<file path="src/core/dispatch_pkg.sv">
// Constants, codes and types for the digital input function dispatcher
// Overview of operation
// - Code 0x23 low raises limit alarm, reverse-only motion; high clears it
// - Code 0x24 is home switch, both edges, indexed or index I/O mode only
// - Code 0x27 rising edge starts homing, indexed mode only
// - Code 0x2B in dual mode: low selects pulse train, high indexed
// - Multi-mode combines 0x2B with the indexed/speed selector to pick mode
// - Code 0x35 rising edge runs cam alignment when cam enable bit 0 set
// - Code 0x36 high starts configured cam; cam then runs to completion
// - Codes 0x37/0x38 jog forward/reverse while high, not in I/O mode
// - Codes 0x39..0x3C fire event one..four on selectable edge
// - Code 0x43 level is gear numerator bit 0, companion bit 1, indexed or pulse mode only
// - Code 0x45 on input eight inhibits external pulses in pulse mode
// - Code 0x46 stops indexed commands with protection decel only
// - Code 0x47 rising: decel, brake, then disable and quick-stop alarm in the same cycle
// - Code 0x48 high enables drive outside I/O mode; low decelerates, brakes and disables
package dispatch_pkg;
  localparam logic [7:0] FN_FWD_LIMIT = 8'h23;
  localparam logic [7:0] FN_HOME_SW = 8'h24;
  localparam logic [7:0] FN_HOME_START = 8'h27;
  localparam logic [7:0] FN_PTPR_SEL = 8'h2B;
  localparam logic [7:0] FN_POS_SPD_SEL = 8'h18;
  localparam logic [7:0] FN_CAM_ALIGN = 8'h35;
  localparam logic [7:0] FN_CAM_ENGAGE = 8'h36;
  localparam logic [7:0] FN_JOG_FWD = 8'h37;
  localparam logic [7:0] FN_JOG_REV = 8'h38;
  localparam logic [7:0] FN_EVENT1 = 8'h39;
  localparam logic [7:0] FN_EVENT2 = 8'h3A;
  localparam logic [7:0] FN_EVENT3 = 8'h3B;
  localparam logic [7:0] FN_EVENT4 = 8'h3C;
  localparam logic [7:0] FN_GEAR_B0 = 8'h43;
  localparam logic [7:0] FN_GEAR_B1 = 8'h44;
  localparam logic [7:0] FN_PULSE_INH = 8'h45;
  localparam logic [7:0] FN_STOP = 8'h46;
  localparam logic [7:0] FN_QUICK_STOP = 8'h47;
  localparam logic [7:0] FN_SERVO_ON = 8'h48;
  localparam int N_FUNC = 19;
  localparam logic [7:0] FUNC_CODES [N_FUNC] = '{
    FN_FWD_LIMIT, FN_HOME_SW, FN_HOME_START, FN_PTPR_SEL, FN_POS_SPD_SEL,
    FN_CAM_ALIGN, FN_CAM_ENGAGE, FN_JOG_FWD, FN_JOG_REV, FN_EVENT1,
    FN_EVENT2, FN_EVENT3, FN_EVENT4, FN_GEAR_B0, FN_GEAR_B1, FN_PULSE_INH,
    FN_STOP, FN_QUICK_STOP, FN_SERVO_ON};
  localparam int F_FWD = 0;
  localparam int F_HOME = 1;
  localparam int F_HSTART = 2;
  localparam int F_PTPR = 3;
  localparam int F_POSSPD = 4;
  localparam int F_CALIGN = 5;
  localparam int F_CENG = 6;
  localparam int F_JOGF = 7;
  localparam int F_JOGR = 8;
  localparam int F_EVT1 = 9;
  localparam int F_GB0 = 13;
  localparam int F_GB1 = 14;
  localparam int F_PINH = 15;
  localparam int F_STOP = 16;
  localparam int F_QSTOP = 17;
  localparam int F_SERVO = 18;
  localparam int N_EVENT = 4;
  localparam int PULSE_INH_INPUT = 7;
  localparam int CAM_EN_BIT = 0;
  localparam int BRAKE_CNT_W = 16;
  localparam logic [BRAKE_CNT_W-1:0] RST_BRAKE_CNT = 16'h0000;
  localparam logic [2:0] RST_MODE = 3'h0;
  typedef enum logic [2:0] {
    MODE_PULSE, MODE_INDEX, MODE_S, MODE_T, MODE_IO, MODE_DUAL_PTPR, MODE_MULTI
  } op_mode_t;
  typedef enum logic [1:0] {SV_OFF, SV_ON, SV_DECEL, SV_BRAKE} servo_state_t;
endpackage : dispatch_pkg

</file>
<file path="src/core/input_sync.sv">
// Three-stage input synchroniser with agreement filter and edge pulses
`timescale 1ns/1ns
module input_sync #(
  parameter int W = 8
) (
  input wire logic clk_sys,
  input wire logic nrst,
  input wire logic [W-1:0] pin,
  output logic [W-1:0] lvl,
  output logic [W-1:0] rise,
  output logic [W-1:0] fall
);
  logic [W-1:0] s1_q, s2_q, s3_q, lvl_q, rise_q, fall_q;
  wire [W-1:0] agree = ~(s2_q ^ s3_q);
  wire [W-1:0] lvl_d = (agree & s3_q) | (~agree & lvl_q);
  always_ff @(posedge clk_sys or negedge nrst) begin
    if (!nrst) begin
      s1_q <= '0;
      s2_q <= '0;
      s3_q <= '0;
      lvl_q <= '0;
      rise_q <= '0;
      fall_q <= '0;
    end else begin
      s1_q <= pin;
      s2_q <= s1_q;
      s3_q <= s2_q;
      lvl_q <= lvl_d;
      rise_q <= lvl_d & ~lvl_q;
      fall_q <= ~lvl_d & lvl_q;
    end
  end
  assign lvl = lvl_q;
  assign rise = rise_q;
  assign fall = fall_q;
  a_sync_edge: assert property (@(posedge clk_sys) disable iff (!nrst)
    $rose(lvl_q[0]) |-> rise_q[0] && !fall_q[0])
    else $error("edge pulse missing on level rise");
endmodule : input_sync

</file>
<file path="src/core/input_function_dispatch.sv">
// Maps configurable digital inputs to drive functions and acts on them
`timescale 1ns/1ns
module input_function_dispatch
  import dispatch_pkg::*;
#(
  parameter int N_IN = 8
) (
  input wire logic clk_sys,
  input wire logic nrst,
  input wire logic [N_IN-1:0] di_pin,
  input wire logic [N_IN*8-1:0] di_func,
  input wire logic [2:0] op_mode,
  input wire logic [7:0] cam_ctrl,
  input wire logic cam_di_mode,
  input wire logic cam_busy,
  input wire logic [N_EVENT-1:0] event_on_fall,
  input wire logic brake_fitted,
  input wire logic [BRAKE_CNT_W-1:0] brake_delay,
  input wire logic motor_stopped,
  input wire logic alarm_clear,
  output logic fwd_limit_alarm,
  output logic reverse_only,
  output logic home_switch_edge,
  output logic homing_start,
  output logic [2:0] active_mode,
  output logic cam_align_start,
  output logic cam_engage,
  output logic jog_fwd,
  output logic jog_rev,
  output logic [N_EVENT-1:0] event_fire,
  output logic [1:0] gear_num_sel,
  output logic pulse_inhibit,
  output logic idx_stop,
  output logic drive_enable,
  output logic prot_decel,
  output logic brake_engage,
  output logic quick_stop_alarm
);
  if (N_IN < PULSE_INH_INPUT + 1) begin : g_chk
    $error("N_IN must cover digital input eight");
  end

  logic [N_IN-1:0] s_lvl, s_rise, s_fall;
  input_sync #(.W(N_IN)) u_sync (
    .clk_sys(clk_sys),
    .nrst(nrst),
    .pin(di_pin),
    .lvl(s_lvl),
    .rise(s_rise),
    .fall(s_fall)
  );

  // Per function: which inputs carry it, and its level and edges
  logic [N_FUNC-1:0] f_asg, f_lvl, f_rise, f_fall;
  for (genvar f = 0; f < N_FUNC; f++) begin : g_func
    logic [N_IN-1:0] hit;
    for (genvar i = 0; i < N_IN; i++) begin : g_in
      assign hit[i] = di_func[i*8 +: 8] == FUNC_CODES[f];
    end
    assign f_asg[f] = |hit;
    assign f_lvl[f] = |(hit & s_lvl);
    assign f_rise[f] = |(hit & s_rise);
    assign f_fall[f] = |(hit & s_fall);
  end

  // Mode resolution
  op_mode_t cfg_mode, eff_mode, dual_mode;
  assign cfg_mode = op_mode_t'(op_mode);
  assign dual_mode = f_lvl[F_PTPR] ? MODE_INDEX : MODE_PULSE;
  always_comb begin
    case (cfg_mode)
      MODE_DUAL_PTPR: eff_mode = dual_mode;
      MODE_MULTI: begin
        if (f_lvl[F_POSSPD]) eff_mode = MODE_S;
        else eff_mode = dual_mode;
      end
      default: eff_mode = cfg_mode;
    endcase
  end
  wire m_idx = eff_mode == MODE_INDEX;
  wire m_pul = eff_mode == MODE_PULSE;
  wire m_io = eff_mode == MODE_IO;
  wire m_qs = m_pul | m_idx | eff_mode == MODE_S | eff_mode == MODE_T;

  // Level and edge function decode
  wire fwd_alarm_d = f_asg[F_FWD] & ~f_lvl[F_FWD];
  wire home_d = (m_idx | m_io) & (f_rise[F_HOME] | f_fall[F_HOME]);
  wire hstart_d = m_idx & f_rise[F_HSTART];
  wire calign_d = f_rise[F_CALIGN] & cam_ctrl[CAM_EN_BIT];
  wire ceng_d = cam_di_mode & f_lvl[F_CENG] & ~cam_busy;
  wire jogf_d = ~m_io & f_lvl[F_JOGF];
  wire jogr_d = ~m_io & f_lvl[F_JOGR];
  wire gear_ok = m_idx | m_pul;
  wire [1:0] gear_d = gear_ok ? {f_lvl[F_GB1], f_lvl[F_GB0]} : 2'h0;
  wire pinh_d = m_pul & s_lvl[PULSE_INH_INPUT] &
    (di_func[PULSE_INH_INPUT*8 +: 8] == FN_PULSE_INH);
  wire stop_d = m_idx & f_lvl[F_STOP];
  wire [N_EVENT-1:0] ev_d;
  for (genvar e = 0; e < N_EVENT; e++) begin : g_ev
    assign ev_d[e] = event_on_fall[e] ? f_fall[F_EVT1+e]
                                      : f_rise[F_EVT1+e];
  end

  // Servo-on, quick stop and brake sequence
  servo_state_t sv_q, sv_d;
  logic qs_pend_q, qs_alarm_q;
  logic [BRAKE_CNT_W-1:0] bcnt_q, bcnt_d;
  wire servo_req = f_lvl[F_SERVO] & ~m_io & ~qs_alarm_q;
  wire qs_trig = m_qs & f_rise[F_QSTOP];
  wire seq_done = (sv_q == SV_DECEL & motor_stopped & ~brake_fitted) |
                  (sv_q == SV_BRAKE & bcnt_q == RST_BRAKE_CNT);
  always_comb begin
    sv_d = sv_q;
    bcnt_d = bcnt_q;
    case (sv_q)
      SV_OFF: if (servo_req) sv_d = SV_ON;
      SV_ON: if (!servo_req || qs_trig) sv_d = SV_DECEL;
      SV_DECEL: begin
        if (motor_stopped) begin
          sv_d = brake_fitted ? SV_BRAKE : SV_OFF;
          bcnt_d = brake_delay;
        end
      end
      SV_BRAKE: begin
        if (bcnt_q == RST_BRAKE_CNT) sv_d = SV_OFF;
        else bcnt_d = bcnt_q - 1'b1;
      end
      default: sv_d = SV_OFF;
    endcase
  end
  wire qs_pend_d = (sv_q == SV_ON & qs_trig) | (qs_pend_q & ~seq_done);
  // Completion sets the alarm even if cleared in the same cycle
  wire qs_alarm_d = (qs_pend_q & seq_done) | (qs_alarm_q & ~alarm_clear);

  always_ff @(posedge clk_sys or negedge nrst) begin
    if (!nrst) begin
      sv_q <= SV_OFF;
      bcnt_q <= RST_BRAKE_CNT;
      qs_pend_q <= 1'b0;
      qs_alarm_q <= 1'b0;
    end else begin
      sv_q <= sv_d;
      bcnt_q <= bcnt_d;
      qs_pend_q <= qs_pend_d;
      qs_alarm_q <= qs_alarm_d;
    end
  end

  logic fwd_q, home_q, hstart_q, calign_q, ceng_q, jogf_q, jogr_q;
  logic pinh_q, stop_q, en_q, decel_q, brake_q;
  logic [N_EVENT-1:0] ev_q;
  logic [1:0] gear_q;
  logic [2:0] mode_q;
  always_ff @(posedge clk_sys or negedge nrst) begin
    if (!nrst) begin
      {fwd_q, home_q, hstart_q, calign_q, ceng_q, jogf_q, jogr_q} <= '0;
      {pinh_q, stop_q, en_q, decel_q} <= '0;
      brake_q <= 1'b1;
      ev_q <= '0;
      gear_q <= 2'h0;
      mode_q <= RST_MODE;
    end else begin
      fwd_q <= fwd_alarm_d;
      home_q <= home_d;
      hstart_q <= hstart_d;
      calign_q <= calign_d;
      ceng_q <= ceng_d;
      jogf_q <= jogf_d;
      jogr_q <= jogr_d;
      pinh_q <= pinh_d;
      stop_q <= stop_d;
      ev_q <= ev_d;
      gear_q <= gear_d;
      mode_q <= eff_mode;
      en_q <= sv_d != SV_OFF;
      decel_q <= sv_d == SV_DECEL | stop_d;
      brake_q <= sv_d == SV_OFF | sv_d == SV_BRAKE;
    end
  end

  assign fwd_limit_alarm = fwd_q;
  assign reverse_only = fwd_q;
  assign home_switch_edge = home_q;
  assign homing_start = hstart_q;
  assign active_mode = mode_q;
  assign cam_align_start = calign_q;
  assign cam_engage = ceng_q;
  assign jog_fwd = jogf_q;
  assign jog_rev = jogr_q;
  assign event_fire = ev_q;
  assign gear_num_sel = gear_q;
  assign pulse_inhibit = pinh_q;
  assign idx_stop = stop_q;
  assign drive_enable = en_q;
  assign prot_decel = decel_q;
  assign brake_engage = brake_q;
  assign quick_stop_alarm = qs_alarm_q;

  a_fwd_alarm: assert property (@(posedge clk_sys) disable iff (!nrst)
    f_asg[F_FWD] && !f_lvl[F_FWD] |=> fwd_limit_alarm && reverse_only)
    else $error("forward limit alarm not raised");
  a_home_mode: assert property (@(posedge clk_sys) disable iff (!nrst)
    home_switch_edge |-> $past(m_idx || m_io))
    else $error("home switch edge outside allowed modes");
  a_homing_pulse: assert property (@(posedge clk_sys) disable iff (!nrst)
    homing_start |=> !homing_start)
    else $error("homing start longer than one cycle");
  a_dual_select: assert property (@(posedge clk_sys) disable iff (!nrst)
    cfg_mode == MODE_DUAL_PTPR |=> active_mode == $past(dual_mode))
    else $error("dual mode selection wrong");
  a_multi_speed: assert property (@(posedge clk_sys) disable iff (!nrst)
    cfg_mode == MODE_MULTI && f_lvl[F_POSSPD] |=> active_mode == MODE_S)
    else $error("multi mode did not select speed");
  a_cam_align: assert property (@(posedge clk_sys) disable iff (!nrst)
    cam_align_start |-> $past(cam_ctrl[CAM_EN_BIT]))
    else $error("cam alignment without cam enable");
  a_jog_io: assert property (@(posedge clk_sys) disable iff (!nrst)
    (jog_fwd || jog_rev) |-> $past(!m_io))
    else $error("jog active in I/O mode");
  a_event_edge: assert property (@(posedge clk_sys) disable iff (!nrst)
    f_rise[F_EVT1] && !event_on_fall[0] |=> event_fire[0])
    else $error("event one not fired on rising edge");
  a_gear_mode: assert property (@(posedge clk_sys) disable iff (!nrst)
    gear_num_sel != 2'h0 |-> $past(gear_ok))
    else $error("gear selection outside indexed or pulse mode");
  a_pulse_inh: assert property (@(posedge clk_sys) disable iff (!nrst)
    pulse_inhibit |-> $past(m_pul && s_lvl[PULSE_INH_INPUT]))
    else $error("pulse inhibit without input eight in pulse mode");
  a_qs_alarm: assert property (@(posedge clk_sys) disable iff (!nrst)
    $rose(quick_stop_alarm) |-> !drive_enable ##1 !drive_enable)
    else $error("quick stop alarm while drive enabled");
  a_servo_off: assert property (@(posedge clk_sys) disable iff (!nrst)
    sv_q == SV_ON && !servo_req |=> prot_decel && drive_enable)
    else $error("servo off did not start deceleration");
endmodule : input_function_dispatch

</file>
<file path="config.mk">
export PLATFORM = sky130hd
export DESIGN_NAME = input_function_dispatch
export DESIGN_NICKNAME = d
export VERILOG_FILES = /design/src/core/dispatch_pkg.sv /design/src/core/input_sync.sv /design/src/core/input_function_dispatch.sv
export SDC_FILE = /design/constraint.sdc
export NUM_CORES = 1
export LEC_CHECK = 0
export ABC_CLOCK_PERIOD_IN_PS = 2600
export BUFFER_PORTS_ARGS = -buffer_cell sky130_fd_sc_hd__buf_2
export CAP_MARGIN = 20
export CORE_UTILIZATION = 50
export CTS_CLUSTER_DIAMETER = 40
export DETAILED_ROUTE_END_ITERATION = 10
export GPL_TIMING_DRIVEN = 0
export PLACE_DENSITY_LB_ADDON = 0.15
export SYNTH_ARGS = -nofsm -noshare
export SYNTH_HDL_FRONTEND = slang
export SYNTH_SLANG_ARGS = --single-unit
export TNS_END_PERCENT = 10
</file>
<file path="constraint.sdc">
create_clock -name clk_sys -period 2.6 [get_ports clk_sys]
set_clock_uncertainty 0.05 [all_clocks]
set_input_delay 0.13 -clock clk_sys [delete_from_list [all_inputs] [get_ports clk_sys]]
set_output_delay 0.13 -clock clk_sys [all_outputs]
set_load 0.01 [all_outputs]
</file>
==> impl_metrics.env <==
export IMPL_drive_gt1_share_pct=20.86
export IMPL_synth_avg_cell_area_sq_um=8.577
export IMPL_cts_buffer_depth=2
export IMPL_grt_max_degree=59
export IMPL_hp_class="in2reg"
export IMPL_drc=0
export IMPL_multiInputGateArea_sq_um=3386
export IMPL_cp_end_kind="flop"
export IMPL_status="finished clean"
export IMPL_rsz0062_at_grt="true"
export IMPL_finalHoldViolCount=0
export IMPL_synth_cells=677
export IMPL_critPathSlowestCell="or4b_4"
export IMPL_finalNonFillerCells=974
export IMPL_preCtsSetupSlack_ns=-0.2026
export IMPL_fp_dieH_um=109.8
export IMPL_overflow=0
export IMPL_crit_fanout=6
export IMPL_synth_top_area_cell="dfrtp_1"
export IMPL_start_util_pct=52.42
export IMPL_firstDrtPassIters=6
export IMPL_p_leak_nw=3.010
export IMPL_core_sq_um=11080
export IMPL_power_mw=4.679
export IMPL_start_kind="flop"
export IMPL_worstPathArrival_ns=2.76
export IMPL_cts_num_sinks=89
export IMPL_syn_num_nets=790
export IMPL_avgRoutedWirePerCell_um=22.41
export IMPL_regArea_sq_um=2228
export IMPL_path_buf_inv=2
export IMPL_cap_violations=0
export IMPL_synth_top_area_share_pct=37.92
export IMPL_netlist_top_cells_area="dfrtp_1 38%, nand4_1 5.6%, nor2_1 4.2%"
export IMPL_setup_violations=0
export IMPL_grt_pass1_wl_mm=32.80
export IMPL_fillers=971
export IMPL_path_cells="inv_2 -> ha_4 -> or4b_4 -> buf_6 -> nor4b_4 -> nand3_2 -> a21oi_2 -> nor3_1 -> ha_1 -> o21bai_1"
export IMPL_insertion_delay_ns=0.36
export IMPL_final_antenna_net_count=0
export IMPL_critical_path_max_stage_delay_ns=0.46
export IMPL_vias=6459
export IMPL_worst_pin_slew_ns=1.120
export IMPL_track_usage_pct=37.47
export IMPL_areaGrowthSynthToFinish_pct=22.86
export IMPL_die_w_um=109.8
export IMPL_peakVddDrop_mv=0.8892
export IMPL_power_density_nw_per_um2=655.8
export IMPL_place_hpwl_mm=17.23
export IMPL_die_area_sq_um=12050
export IMPL_port_buffers=122
export IMPL_synth_area_sq_um=5807
export IMPL_grt_pass1_vias=5952
export IMPL_path_delay_family="simple AND/OR/NAND/NOR gates"
export IMPL_whs_ns=0.01051
export IMPL_antenna_found_initial=0
export IMPL_wl_mm=21.83
export IMPL_clk_root_buffer_cell="clkbuf_16"
export IMPL_layout_nets=942
export IMPL_yosysWarnings=0
export IMPL_io_pins=133
export IMPL_dp_cells=940
export IMPL_maxSlewViolCount=0
export IMPL_num_antenna_cells=0
export IMPL_crit_required_ns=2.79
export IMPL_period_needed_ns=2.568
export IMPL_numCtsBuffers=9
export IMPL_ys_flop_type="dfrtp_1"
export IMPL_max_slew_margin_pct=24.29
export IMPL_min_period_over_period_pct=98.77
export IMPL_finalWorstSetupSlack_ns=0.03209
export IMPL_htreeDepth=3
export IMPL_cts_tree="done"
export IMPL_placed_cell_area_sq_um=6623
export IMPL_max_clock_freq_mhz=389.4
export IMPL_synth_edf_count=0
export IMPL_synth_cell_types=69
export IMPL_rows=38
export IMPL_place_congestion=0.9843
export IMPL_clkSlewWorstSetupHoldPaths_ns=0.07
export IMPL_post_route_cell_area_sq_um=7134
export IMPL_synthArstFlopShare_pct=100.0
export IMPL_first_iter_violations=907
export IMPL_viasPerCell=6.631
export IMPL_critical_path_class="reg2reg"
export IMPL_ys_seq_elements=89
export IMPL_synth_yosys_seq_area_share_pct=38.38
-- flip-flops by register name, indices dropped and copies added, names as in the netlist, 2 cells and up --
signal	count
bcnt_q	16
u_sync.s3_q	8
u_sync.rise	8
gear_num_sel	2
u_sync.s2_q	8
sv_q	2
u_sync.lvl	8
u_sync.fall	8
active_mode	3
event_fire	4
u_sync.s1_q	8
-- metal layers --
metal | vias up | GRT usage [%] | wire, um
met5 | - | 0 | 0
met1 | 3049 | 51.23 | 9242
met3 | 58 | 8.417 | 2275
met2 | 426 | 56.96 | 9556
li1 | 2926 | - | -
met4 | 0 | 15.62 | 750
-- power breakdown --
part	internal, mW	leakage, nW	switching [mW]	total [mW]
clock	0.685	0.141	0.591	1.28
sequential	1.61	1.10	0.211	1.82
combinational	0.647	1.77	0.932	1.58
total	2.95	3.01	1.73	4.68
-- cells in the mapped netlist (all sizes together), types with 10 or more instances --
| cell | count |
|---|---|
| nor3 | 20 |
| a31oi | 14 |
| clkbuf | 21 |
| nand2 | 60 |
| nor3b | 12 |
| nor2 | 65 |
| nand3 | 23 |
| nand4 | 52 |
| and2 | 12 |
| and3 | 24 |
| nor4b | 20 |
| inv | 20 |
| dfrtp | 88 |
| a21oi | 27 |
| nor4 | 10 |
| nor2b | 27 |
| o21ai | 37 |
-- stage by stage --
stage | util (%) | TNS [ns]
2_1_floorplan | - | 0
3_3_place_gp | 59.51 | -0.1753
3_5_place_dp | 59.78 | -0.3525
4_1_cts | 64.07 | 0
5_1_grt | 64.40 | -0.3710
6_report | 64.40 | 0
-- layout by cell type (no fill, tap or decap), drive strengths merged, types with 14 or more instances in the layout --
master       instances
nor4b               20
buf                133
nand3               23
dlygate4sd3         16
nand2               60
nor3                20
inv                 22
and3                24
nor2                65
nor2b               27
o21ai               37
a21oi               27
clkbuf              30
dfrtp               88
a31oi               14
nand4               52
-- final timing paths --
check                                    startpoint                  endpoint  slack [ns]  depth (start not counted)
hold reg to reg            u_sync.s1_q[1]$_DFF_PN0_  u_sync.s2_q[1]$_DFF_PN0_        0.30                          0
hold / removal                          cam_di_mode      cam_engage$_DFF_PN0_        0.01                          3
setup / recovery              bcnt_q[0]$_DFFE_PN0P_      prot_decel$_DFF_PN0_        0.03                         10
max in group asynchronous                      nrst    brake_engage$_DFF_PN1_        1.64                          3
min in group asynchronous                      nrst  u_sync.s1_q[6]$_DFF_PN0_        0.20                          2
setup reg to reg              bcnt_q[0]$_DFFE_PN0P_      prot_decel$_DFF_PN0_        0.03                         10
-- cell type report --
type | count | share of cell area, %
Multi-Input combinational cell | 540 | 47.46
Sequential cell | 89 | 31.23
Timing Repair Buffer | 142 | 11.54
Clock buffer | 10 | 3.350
Tap cell | 140 | 2.455
Buffer | 27 | 2.210
Inverter | 20 | 1.052
Clock inverter | 6 | 0.7015
-- tightest hold or removal path, cell delays in order --
cell	delay (ns)
buf_2	0.09
nand2b_1	0.08
a21oi_1	0.07
-- cells by family (layout without fill, tap and decap cells) --
group / count (synthesis) / count (layout) / synth area share, %
AND/OR/NAND/NOR: 380 / 380 / 37.97
adder cells (fa/ha/maj): 5 / 5 / 0.9912
AO/OA/AOI/OAI: 153 / 153 / 18.42
buffers and inverters: 48 / 205 / 3.921
multiplexers: 1 / 1 / 0.1724
flip-flops: 89 / 89 / 38.38
XOR/XNOR: 1 / 1 / 0.1509
-- timing repair --
item                                   in CTS  in global routing
setup buffers                               3                  0
hold buffers                               16                  0
gates cloned                                0                  0
endpoints found under the hold margin      46                  0
setup endpoints to repair                  18                 25
resized for setup                           1                 11
pin swaps                                   2                  7
Power figures use the tool's default switching activity.
